[config.mk]
export PLATFORM = sky130hd
export DESIGN_NAME = rcc_top
export DESIGN_NICKNAME = d
export VERILOG_FILES = /design/src/rcc_pkg.sv /design/src/rcc_top.sv
export SDC_FILE = /design/constraint.sdc
export NUM_CORES = 1
export LEC_CHECK = 0
export ABC_AREA = 1
export BUFFER_PORTS_ARGS = -buffer_cell sky130_fd_sc_hd__buf_2
export CAP_MARGIN = 20
export CELL_PAD_IN_SITES_DETAIL_PLACEMENT = 0
export CELL_PAD_IN_SITES_GLOBAL_PLACEMENT = 1
export CORE_UTILIZATION = 34
export CTS_BUF_LIST = sky130_fd_sc_hd__clkbuf_8 sky130_fd_sc_hd__clkbuf_16
export CTS_CLUSTER_DIAMETER = 120
export DETAILED_ROUTE_END_ITERATION = 6
export HOLD_SLACK_MARGIN = 0.1
export PLACE_DENSITY_LB_ADDON = 0.05
export REMOVE_ABC_BUFFERS = 1
export SETUP_SLACK_MARGIN = 0.4
export SYNTH_ARGS = -nofsm -noshare
export SYNTH_HDL_FRONTEND = slang
export SYNTH_SLANG_ARGS = --single-unit
[constraint.sdc]
create_clock -name core_clk -period 1.7 [get_ports core_clk]
set_clock_uncertainty 0.2 [all_clocks]
set_input_delay 0.17 -clock core_clk [delete_from_list [all_inputs] [get_ports core_clk]]
set_output_delay 0.17 -clock core_clk [all_outputs]
set_load 0.02 [all_outputs]
[src/rcc_pkg.sv]
/*
 Constants for the reset sequencer and reference chop control.
 Assumes a 25 MHz core clock, a 32 kHz tick input and a mux-cycle start strobe.
*/
// Overview of operation
// Reset pin low or power fault holds all digital logic halted.
// During reset clocks keep running; all control bits are cleared.
// Stay in reset until 4100 RTC ticks after reset pin rises; wake rises.
// On timer expiry the processor starts preboot then boot from address 00.
// At power-up the timer starts once power fault clears; release after 4100.
// Preboot phase lasts exactly 32 processor cycles before primary boot.
// Battery keeps RTC, oscillator, external RAM and watchdog flag retained.
// Firmware control bits shut down engine, converter, test clock, monitor, boost.
// Flash fast read select shortens flash read pulse to 33 ns.
// Emulator clock disable stops emulator clock, blocking emulation access.
// Writing 4, 5 or 6 to trim select picks fuse value read from readback.
// Compensation source 0: engine computes gain correction from coefficients.
// Compensation source 15: engine applies processor-written gain correction.
// Chop code 00 and 11 toggle, 01 positive, 10 reversed.
// Automatic chop inverts the polarity signal once per mux cycle.
// Chop signal high swaps amplifier inputs; low keeps normal orientation.
// Chop code written mid-cycle takes effect only from next mux cycle.
// Alternate mux request inserts one alternate cycle between regular ones.
// Alternate mux cycles run with positive connection under automatic chop.
// Firmware alternates forced polarities after transfer done, then restores 11.
// Firmware inserts one alternate mux cycle per accumulation period.
// Processor waits for transfer done before reading engine output.
// Interrupts fire on falling edges of engine busy and transfer busy.
// Reset condition during counting restarts the timer from zero.
package rcc_pkg;
    localparam int unsigned ADDR_W = 16;
    localparam int unsigned DATA_W = 32;
    localparam logic [15:0] GAIN_CORR_OFS = 16'h002e;
    localparam logic [15:0] COMP_SRC_OFS = 16'h0038;
    localparam logic [15:0] TRIM_SEL_OFS = 16'h20fd;
    localparam logic [15:0] TRIM_READ_OFS = 16'h20ff;
    localparam logic [15:0] CTRL_OFS = 16'h2100;
    localparam logic [15:0] STATUS_OFS = 16'h2101;
    // Control register field positions
    localparam int unsigned CTL_ENGINE_EN = 0;
    localparam int unsigned CTL_CONV_DIS = 1;
    localparam int unsigned CTL_CKOUT_DIS = 2;
    localparam int unsigned CTL_REALTIME_MONITOR_ENABLE = 3;
    localparam int unsigned CTL_BOOST_EN = 4;
    localparam int unsigned CTL_FLASH_FAST = 5;
    localparam int unsigned CTL_EMULATOR_CLOCK_DISABLE = 6;
    localparam int unsigned CTL_ALT_MUX = 7;
    localparam int unsigned CTL_CHOP_LO = 8;
    localparam int unsigned CTL_WATCHDOG_OVERFLOW_FLAG = 10;
    localparam logic [31:0] CTRL_RESET = 32'h0000_0000;
    localparam logic [7:0] TRIM_SEL_SLOPE = 8'h04;
    localparam logic [7:0] TRIM_SEL_BGA = 8'h05;
    localparam logic [7:0] TRIM_SEL_BGB = 8'h06;
    localparam logic [31:0] COMP_SRC_INTERNAL = 32'h0000_0000;
    localparam logic [31:0] COMP_SRC_EXTERNAL = 32'h0000_000f;
    localparam logic [1:0] CHOP_AUTO0 = 2'h0;
    localparam logic [1:0] CHOP_POS = 2'h1;
    localparam logic [1:0] CHOP_REV = 2'h2;
    localparam logic [1:0] CHOP_AUTO1 = 2'h3;
    localparam int unsigned RESET_TICKS = 4100;
    localparam int unsigned PREBOOT_CYCLES = 32;
    localparam logic [15:0] BOOT_ADDR = 16'h0000;
    localparam real CORE_CLK_MHZ = 25.0;
    localparam real FLASH_FAST_NS = 33.0;
    localparam real FLASH_SLOW_NS = 66.0;
    // Least pulse times round up
    localparam int unsigned FLASH_FAST_CYC =
        (int'($ceil(FLASH_FAST_NS * CORE_CLK_MHZ / 1000.0)) < 1) ? 1 :
        int'($ceil(FLASH_FAST_NS * CORE_CLK_MHZ / 1000.0));
    localparam int unsigned FLASH_SLOW_CYC =
        (int'($ceil(FLASH_SLOW_NS * CORE_CLK_MHZ / 1000.0)) < 1) ? 1 :
        int'($ceil(FLASH_SLOW_NS * CORE_CLK_MHZ / 1000.0));
    typedef enum logic [1:0] {RCC_RESET, RCC_TIMING, RCC_PREBOOT, RCC_RUN} rcc_state_e;
endpackage

[src/rcc_top.sv]
/*
 Reset sequencer, power-save gating, trim readback, temperature-compensation
 select and reference chop control.
 Assumes external_reset_pin_n and power_fault_ok are synchronous to core_clk,
 rtc_tick is a one-cycle pulse per 32 kHz cycle, and mux_cycle_start pulses
 once at each multiplexer cycle boundary.
*/
// The plain strobed port was decided locally.
`timescale 1ns/1ps
module rcc_top
    import rcc_pkg::*;
#(
    parameter int unsigned RESET_TICKS_P = rcc_pkg::RESET_TICKS,
    parameter logic [7:0] FUSE_SLOPE_TRIM = 8'h00,
    parameter logic [7:0] FUSE_BANDGAP_TRIM_A = 8'h00,
    parameter logic [7:0] FUSE_BANDGAP_TRIM_B = 8'h00
)(
    input wire logic core_clk,
    input wire logic resetn,
    input wire logic external_reset_pin_n,
    input wire logic power_fault_ok,
    input wire logic rtc_tick,
    input wire logic mux_cycle_start,
    input wire logic engine_busy,
    input wire logic transfer_busy,
    input wire logic watchdog_overflow_set,
    input wire logic [31:0] engine_gain_result,
    input wire logic [rcc_pkg::ADDR_W-1:0] reg_addr,
    input wire logic [rcc_pkg::DATA_W-1:0] reg_wdata,
    input wire logic reg_wr,
    input wire logic reg_rd,
    output logic [rcc_pkg::DATA_W-1:0] reg_rdata,
    output logic digital_halt,
    output logic wake,
    output logic processor_run,
    output logic preboot_active,
    output logic [rcc_pkg::ADDR_W-1:0] boot_fetch_addr,
    output logic engine_enable,
    output logic converter_disable,
    output logic test_clock_out_disable,
    output logic realtime_monitor_enable,
    output logic display_boost_enable,
    output logic flash_fast_read_select,
    output logic [7:0] flash_read_pulse_cycles,
    output logic emulator_clock_disable,
    output logic watchdog_overflow_flag,
    output logic gain_from_engine,
    output logic [31:0] gain_correction_word,
    output logic alternate_mux_cycle,
    output logic chop_swap,
    output logic engine_done_irq,
    output logic transfer_done_irq
);
    import rcc_pkg::*;

    ////////////////////////////////////////////////////////////////////////////////
    // Reset sequencing
    rcc_state_e state;
    rcc_state_e next_state;
    logic [12:0] tick_cnt;
    logic [12:0] next_tick_cnt;
    logic [5:0] pre_cnt;
    logic [5:0] next_pre_cnt;
    logic reset_cond;

    assign reset_cond = !external_reset_pin_n || !power_fault_ok;

    always_comb
    begin
        next_state = state;
        next_tick_cnt = tick_cnt;
        next_pre_cnt = pre_cnt;
        if (reset_cond)
        begin
            // Timer restarts from zero on any renewed reset condition
            next_state = RCC_RESET;
            next_tick_cnt = 13'h0000;
            next_pre_cnt = 6'h00;
        end
        else
        begin
            case (state)
                RCC_RESET:
                begin
                    next_state = RCC_TIMING;
                    next_tick_cnt = 13'h0000;
                end
                RCC_TIMING:
                begin
                    if (rtc_tick)
                    begin
                        if (tick_cnt == 13'(RESET_TICKS_P - 1))
                        begin
                            next_state = RCC_PREBOOT;
                            next_pre_cnt = 6'h00;
                        end
                        else
                        begin
                            next_tick_cnt = tick_cnt + 13'h0001;
                        end
                    end
                end
                RCC_PREBOOT:
                begin
                    if (pre_cnt == 6'(PREBOOT_CYCLES - 1))
                    begin
                        next_state = RCC_RUN;
                    end
                    else
                    begin
                        next_pre_cnt = pre_cnt + 6'h01;
                    end
                end
                RCC_RUN:
                begin
                    next_state = RCC_RUN;
                end
                default:
                begin
                    next_state = RCC_RESET;
                end
            endcase
        end
    end

    always_ff @(posedge core_clk)
    begin
        if (!resetn)
        begin
            state <= RCC_RESET;
            tick_cnt <= 13'h0000;
            pre_cnt <= 6'h00;
        end
        else
        begin
            state <= next_state;
            tick_cnt <= next_tick_cnt;
            pre_cnt <= next_pre_cnt;
        end
    end

    // Halt covers the whole reset timer window, not only the pin low time
    assign digital_halt = (state == RCC_RESET) || (state == RCC_TIMING);
    assign wake = !digital_halt;
    assign processor_run = wake;
    assign preboot_active = (state == RCC_PREBOOT);
    assign boot_fetch_addr = BOOT_ADDR;

    ////////////////////////////////////////////////////////////////////////////////
    // Control registers
    logic [31:0] ctrl;
    logic [31:0] next_ctrl;
    logic [7:0] trim_sel;
    logic [7:0] next_trim_sel;
    logic [31:0] comp_src;
    logic [31:0] next_comp_src;
    logic [31:0] gain_wr;
    logic [31:0] next_gain_wr;
    logic [1:0] chop_code;
    logic wd_flag;
    logic next_wd_flag;
    logic [31:0] next_rdata;

    function automatic logic [7:0] trim_value(input logic [7:0] sel);
        case (sel)
            TRIM_SEL_SLOPE: trim_value = {5'h00, FUSE_SLOPE_TRIM[2:0]};
            TRIM_SEL_BGA: trim_value = FUSE_BANDGAP_TRIM_A;
            TRIM_SEL_BGB: trim_value = FUSE_BANDGAP_TRIM_B;
            default: trim_value = 8'h00;
        endcase
    endfunction

    always_comb
    begin
        next_ctrl = ctrl;
        next_trim_sel = trim_sel;
        next_comp_src = comp_src;
        next_gain_wr = gain_wr;
        next_wd_flag = wd_flag;
        next_rdata = 32'h0000_0000;
        if (reg_wr && !digital_halt)
        begin
            case (reg_addr)
                CTRL_OFS: next_ctrl = reg_wdata;
                TRIM_SEL_OFS: next_trim_sel = reg_wdata[7:0];
                COMP_SRC_OFS: next_comp_src = reg_wdata;
                GAIN_CORR_OFS: next_gain_wr = reg_wdata;
                STATUS_OFS: next_wd_flag = wd_flag & ~reg_wdata[CTL_WATCHDOG_OVERFLOW_FLAG];
                default: next_ctrl = ctrl;
            endcase
        end
        // Hardware set wins over a software clear in the same cycle
        if (watchdog_overflow_set)
        begin
            next_wd_flag = 1'b1;
        end
        if (reg_rd && !digital_halt)
        begin
            case (reg_addr)
                CTRL_OFS: next_rdata = ctrl;
                TRIM_SEL_OFS: next_rdata = {24'h000000, trim_sel};
                TRIM_READ_OFS: next_rdata = {24'h000000, trim_value(trim_sel)};
                COMP_SRC_OFS: next_rdata = comp_src;
                GAIN_CORR_OFS: next_rdata = gain_correction_word;
                STATUS_OFS: next_rdata = {23'h0, wd_flag, chop_code, chop_swap,
                    alternate_mux_cycle, preboot_active, processor_run, wake, digital_halt};
                default: next_rdata = 32'h0000_0000;
            endcase
        end
    end

    always_ff @(posedge core_clk)
    begin
        if (!resetn || digital_halt)
        begin
            // Control space clears in reset; clocks run outside this block
            ctrl <= CTRL_RESET;
            trim_sel <= 8'h00;
            comp_src <= COMP_SRC_INTERNAL;
            gain_wr <= 32'h0000_0000;
            reg_rdata <= 32'h0000_0000;
        end
        else
        begin
            ctrl <= next_ctrl;
            trim_sel <= next_trim_sel;
            comp_src <= next_comp_src;
            gain_wr <= next_gain_wr;
            reg_rdata <= next_rdata;
        end
    end

    // Battery-backed flag survives power fault and pin reset
    always_ff @(posedge core_clk)
    begin
        if (!resetn)
        begin
            wd_flag <= 1'b0;
        end
        else
        begin
            wd_flag <= next_wd_flag;
        end
    end

    assign watchdog_overflow_flag = wd_flag;
    assign engine_enable = ctrl[CTL_ENGINE_EN];
    assign converter_disable = ctrl[CTL_CONV_DIS];
    assign test_clock_out_disable = ctrl[CTL_CKOUT_DIS];
    assign realtime_monitor_enable = ctrl[CTL_REALTIME_MONITOR_ENABLE];
    assign display_boost_enable = ctrl[CTL_BOOST_EN];
    assign flash_fast_read_select = ctrl[CTL_FLASH_FAST];
    assign flash_read_pulse_cycles = ctrl[CTL_FLASH_FAST] ? 8'(FLASH_FAST_CYC) :
        8'(FLASH_SLOW_CYC);
    assign emulator_clock_disable = ctrl[CTL_EMULATOR_CLOCK_DISABLE];
    // Any code other than 15 is treated as internal compensation
    assign gain_from_engine = (comp_src != COMP_SRC_EXTERNAL);
    assign gain_correction_word = gain_from_engine ? engine_gain_result : gain_wr;

    ////////////////////////////////////////////////////////////////////////////////
    // Chop control and alternate mux cycles
    logic [1:0] next_chop_code;
    logic auto_pol;
    logic next_auto_pol;
    logic alt_pend;
    logic next_alt_pend;
    logic alt_cyc;
    logic next_alt_cyc;
    logic swap;
    logic next_swap;
    logic eng_busy_d;
    logic transfer_busy_d;

    always_comb
    begin
        next_chop_code = chop_code;
        next_auto_pol = auto_pol;
        next_alt_pend = alt_pend;
        next_alt_cyc = alt_cyc;
        next_swap = swap;
        if (reg_wr && !digital_halt && reg_addr == CTRL_OFS && reg_wdata[CTL_ALT_MUX])
        begin
            next_alt_pend = 1'b1;
        end
        if (mux_cycle_start)
        begin
            // Code sampled only at the boundary so polarity is stable all cycle
            next_chop_code = ctrl[CTL_CHOP_LO +: 2];
            next_alt_cyc = alt_pend && !alt_cyc;
            if (alt_pend && !alt_cyc)
            begin
                next_alt_pend = 1'b0;
            end
            case (ctrl[CTL_CHOP_LO +: 2])
                CHOP_POS: next_swap = 1'b0;
                CHOP_REV: next_swap = 1'b1;
                default:
                begin
                    if (alt_pend && !alt_cyc)
                    begin
                        next_swap = 1'b0;
                    end
                    else
                    begin
                        next_auto_pol = !auto_pol;
                        next_swap = !auto_pol;
                    end
                end
            endcase
        end
    end

    always_ff @(posedge core_clk)
    begin
        if (!resetn || digital_halt)
        begin
            chop_code <= CHOP_AUTO0;
            auto_pol <= 1'b0;
            alt_pend <= 1'b0;
            alt_cyc <= 1'b0;
            swap <= 1'b0;
            eng_busy_d <= 1'b0;
            transfer_busy_d <= 1'b0;
        end
        else
        begin
            chop_code <= next_chop_code;
            auto_pol <= next_auto_pol;
            alt_pend <= next_alt_pend;
            alt_cyc <= next_alt_cyc;
            swap <= next_swap;
            eng_busy_d <= engine_busy;
            transfer_busy_d <= transfer_busy;
        end
    end

    assign chop_swap = swap;
    assign alternate_mux_cycle = alt_cyc;
    assign engine_done_irq = eng_busy_d && !engine_busy && !digital_halt;
    assign transfer_done_irq = transfer_busy_d && !transfer_busy && !digital_halt;
endmodule

; Word-level counts from Yosys, hierarchy flattened
; Cells that the tools add are included.
[classes]
add_sub_neg = 2
eq_ne = 18
muxes = 22
n_bitwise = 6
n_reduce_logical = 37
[op_table]
columns = op, count
row1 = 32-bit case mux with 5 select lines, 1
row2 = "16-bit by 14-bit equality test with 1-bit output, second input constant", 3
row3 = "16-bit by 6-bit equality test with 1-bit output, second input constant", 2
row4 = 32-bit 2-to-1 mux, 1
row5 = "32-bit by 4-bit != test with 1-bit output, second input constant", 1
row6 = 13-bit 2-to-1 mux, 2
row7 = 13-bit case mux with 2 select lines, 1
row8 = 6-bit 2-to-1 mux, 3
row9 = "13-bit by 1-bit adder with 13-bit output, second input constant", 1
row10 = "13-bit equality test, second input constant", 1
row11 = 6-bit case mux with 2 select lines, 1
row12 = 2-bit AND reduction, 5
row13 = 1-bit logical AND, 9
row14 = 3-bit AND reduction, 3
row15 = 1-bit logical NOT, 8
row16 = 2-bit 2-to-1 mux, 4
row17 = "2-bit != test, second input constant", 4
row18 = 2-bit case mux with 4 select lines, 1
row19 = 2-bit nonzero test, 4
row20 = 1-bit 2-to-1 mux, 7
row21 = "6-bit by 1-bit adder with 6-bit output, second input constant", 1
row22 = "2-bit equality test, second input constant", 3
row23 = "6-bit by 5-bit equality test with 1-bit output, second input constant", 1
row24 = 2-bit OR reduction, 3
row25 = other kinds (8), 15
[totals]
reg_bits = 166
in_bits = 91
out_inout_bits = 105
elab_cells = 101

; Logic depth before layout (Yosys ltp)
[logic_depth]
ltp_word = 9
depth_mapped = 11
depth_no_buf = 10

; Least setup slack after synthesis
; No wires, ideal clock.
[synth_path]
path_type = register to register
start = reg state[1]
end = reg pre_cnt[1]
setup_ps = 73
arrival_time_ps = 1562
required_time_ps = 1427
path_slack_ps = -136
stages_incl_launch_ff = 7
n_path_buf = 0
synth_period_minus_slack_ps = 1836
path_cell_list = dfxtp_1 -> inv_1 -> nor2_1 -> o21ai_1 -> nand2_1 -> nand3_1 -> a21oi_1
[synth_between]
elab_chain_len = 3
word_cells_on_any_way = 8
classes_between = eq/ne: 5 / mux: 1 / reduce/logical: 2
[synth_rtl]
columns = element, line
row1 = "start, declared", rcc_top.sv:58  ; rcc_state_e state;
row2 = "start signal, assigned", rcc_top.sv:136  ; state <= next_state;
row3 = 2-bit equality test *, -
row4 = via preboot_active, rcc_top.sv:36  ; output logic preboot_active,
row5 = 2-bit != test (no line) / 2-bit nonzero test (equally long branches), -
row6 = 4-bit AND reduction (no line), -
row7 = "end signal, assigned", rcc_top.sv:138  ; pre_cnt <= next_pre_cnt;
row8 = "end, declared", rcc_top.sv:62  ; logic [5:0] pre_cnt;
; Mark *: on every way through the listed nets, which the timed path passes. The rest lies on a longest branch.
; A chain may end at the register's enable or synchronous reset.

; Final worst setup path
[layout_path]
start = reg comp_src[17]
end = out gain_correction_word[25]
[layout_between]
elab_chain_len = 2
[layout_rtl]
columns = element, line
row1 = "start, declared", rcc_top.sv:155  ; logic [31:0] comp_src;
row2 = "start signal, assigned", rcc_top.sv:227  ; comp_src <= next_comp_src;
row3 = 32-bit by 4-bit != test with 1-bit output, rcc_top.sv:257  ; assign gain_from_engine = (comp_src != COMP_SRC_EXTERNAL);
row4 = 32-bit 2-to-1 mux, rcc_top.sv:258  ; assign gain_correction_word = gain_from_engine ? engine_gain_result : gain_wr;
row5 = "end, declared", rcc_top.sv:48  ; output logic [31:0] gain_correction_word,
; No other way between the ends.

==> impl_results.md <==
* Primary FF master, synth: dfxtp_1
* Post-synthesis sequential area ratio at 40.1%
* Wire per inst at around 17 um
* Leak at 0.00608 uW
* Slowest CP cell: dfxtp_1
* Nets at 1,681
* Top cell family by delay on the critical path: simple AND/OR/NAND/NOR gates
* H-tree depth at 4
* Routability cong. at 0.811
* Number of buffers created by CTS at 17
* Hold Path Cell Cnt at 5
* Synthesized area at 0.00829 mm^2
* Vias in the first global route at 8,420
* Largest area contributor in the netlist: dfxtp_1
* Clock transition at the registers of the reported paths at 0.07 ns
* Antenna cells at 0
* Hold Slack at -0.0894 ns
* Total Routing Usage GR at 24.4%
* Count of final setup violators at 65
* Reg2Reg Setup Slack at -0.35 ns
* IO Pins at slightly below 200
* CP Capture Type: output port
* Synth Area in Compound Gates at 17.6%
* DRT Pass-1 Iters at 7
* Achievable Freq at 0.434 GHz
* Vias post-DR at 9,213
* Post-synth top cells: nand2_1, dfxtp_1, nor2_1
* MaxCap Viol Count at 0
* Post-Synth Simple-Gate Area at ~29%
* Avg Inst Size Synth at 6.99 um^2
* Fin crit period at ~2.3 ns
* Power per standard cell area at roughly 590 mW/mm^2
* Synth unique cells at 34
* Asr flop ratio synth at 0%
* Die ar. at between 0.02 and 0.03 mm^2
* DRC Markers at 0
* First-pass GRT wire length at 46,200 um
* FF+latch count, synth at 166
* RR Startpoint: comp_src[17]
* Mux contribution to synthesized area at 0%
* Final worst slack at -0.605 ns
* Synth top area cells: dfxtp_1, nand2_1, a21oi_1, nor2_1, inv_1
* FF-to-FF End: reg_rdata[24]
* Worst R2R Path Depth at 13
* Root Buffer Master: clkbuf_16
* Critical Path Start Type: flip-flop
* Final wirelength at 31,700 um
* Slew Viols, Final at 0
* Largest family of logic cells by synthesized area: simple AND/OR/NAND/NOR gates
* Post-synthesis cell count at 1,185
* Crit-path cells: inv_1 > nand2_1 > nor2_2 > nand2_2 > nor2_4 > nand2_8 > buf_12 > nand2_2 > o21a_1 > buf_6
* Drt initial violations at 433
* Post-DP Area at 0.0106 mm^2
* Routed Antenna Nets at 0
* Largest net degree at the start of global routing at 26
* Grt total ovfl at 0
* Worst hold endpoint: reg_rdata[4]
* Required time of the critical path at 1.33 ns
* CP arrival at between 1.5 and 2 ns
* Vias per cell at between 4 and 5
* Final Hold Viols at 11
* Hold Path Class: in -> reg
* Core ar. at 0.0237 mm^2
* Area Growth Syn to Fin at 76.8%
* Initial core utilization at 35.0%
* DPL Wire Length at 19,000 um
* Antenna violations before repair at 1
* Die Y at 158 um
* Synth top area share at 40.1%
* Fin util at 61.9%
* Clock Latency Late Sink at 0.44 ns
* Leading cell type by number of instances after synthesis: nand2_1
* Hold_sp: engine_gain_result[4]
* CP peak stage delay at 0.31 ns
* Peak supply drop at around 0.66 mV
* I/O Buffers at 173
* Failing checks: negative hold slack, negative setup slack
* Clock buffer depth at 2
* CTS tree: built
* RSZ-0062 raised after global routing: yes
* EDFF count, synth at 0
* Worst Path Buf+Inv at 3
* YS warnings at 0
* Critical path class: reg -> out
* Final Instance Area at 0.0147 mm^2
* Die Wd at 158 um
* Crit path max fanout at 24
* Most used cell, CP: nand2_2
* # clock sinks at 166
* Layout cells sized above 1 at 50.9%
* Adder-Cell Fraction of Synth Area at 0.453%
* Outcome: finished with violations
* Final critical-path share of the clock period at 136%
* XOR/XNOR Fraction of Synth Area at 0.634%
* Row count at between 50 and 60
kinds of logic (layout without fill, tap and decap cells):
group | after synthesis | count (layout)
xor+xnor | 6 | 6
compound gates | 258 | 258
simple gates | 528 | 529
fa+ha+maj | 3 | 3
buf+inv | 223 | 616
other cells | 1 | 22
flops | 166 | 166
state kept, by name, indices dropped and copies added (netlist names), 2 cells and up:
register / flops
pre_cnt: 6
chop_code: 2
trim_sel: 8
ctrl: 32
comp_src: 32
tick_cnt: 13
state: 2
gain_wr: 32
reg_rdata: 32
report_power, final:
group | total [uW] | switching (uW) | internal, uW
Sequential | 3890 | 3.48 | 3880
Clock | 4120 | 1880 | 2240
Combinational | 714 | 388 | 326
worst max-delay path by stage:
stage	from	end	slack (ns)	depth (start not counted)
2_1_floorplan	state[1]	comp_src[0]	-0.99	4
3_3_place_gp	comp_src[9]	gain_correction_word[9]	-0.25	10
3_5_place_dp	comp_src[9]	gain_correction_word[19]	-0.27	10
4_1_cts	comp_src[24]	gain_correction_word[19]	-0.59	10
5_1_grt	comp_src[22]	gain_correction_word[25]	-0.72	10
6_report	comp_src[17]	gain_correction_word[25]	-0.60	10
area by class of cell:
| type | instances | area [um^2] |
|---|---|---|
| clock buffer | 17 | 425 |
| clock inverter | 15 | 184 |
| fill | 2161 | 9030 |
| inverter | 145 | 603 |
| multi-input combinational | 818 | 5470 |
| sequential | 166 | 3340 |
| tap | 319 | 399 |
| timing repair buffer | 439 | 4230 |
per-stage QoR:
stage               power [uW]  setup slack [ns]  instances  setup TNS, ns  hold slack, ns
floorplan                 4200            -0.992       1128        -123.00          0.0659
global placement          4490            -0.251       1781         -24.38           0.204
detailed placement        4490            -0.270       1781         -23.28           0.204
CTS                       8700            -0.592       1893         -21.38          -0.104
global route              8970            -0.719       1919         -31.97         -0.0658
finish                    8720            -0.605       1919         -24.90         -0.0894
what timing repair did:
| action | in CTS | in global routing |
|---|---|---|
| setup endpoints to repair | 224 | 244 |
| setup buffers | 22 | 16 |
| hold buffers | 40 | 2 |
| resized for setup | 249 | 356 |
| gates cloned | 18 | 10 |
| pin swaps | 47 | 61 |
| hold endpoints to repair | 155 | 39 |
tightest hold or removal path: stages:
cell and delay [ns]:
buf_2 0.10, nand2_2 0.06, a21oi_1 0.05, nor2_1 0.08, nor2_1 0.04
per-layer routing:
| layer | vias up | GRT usage, % | part of all wire (%) |
|---|---|---|---|
| li1 | 4598 | - | - |
| met1 | 4348 | 32.6 | 46 |
| met2 | 230 | 40.1 | 48 |
| met3 | 35 | 4.35 | 4.5 |
| met4 | 2 | 6.09 | 1.6 |
| met5 | - | 0 | 0.041 |
cells in the final DEF, fill, tap and decap left out, types with 57 or more instances in the layout:
| cell type | count |
|---|---|
| a21oi_1 | 61 |
| buf_2 | 139 |
| dfxtp_1 | 155 |
| nor2_1 | 111 |
| inv_1 | 115 |
| a21oi_2 | 85 |
| buf_4 | 141 |
| nand2_2 | 57 |
| nand2_1 | 131 |
Power figures use the tool's default switching activity.
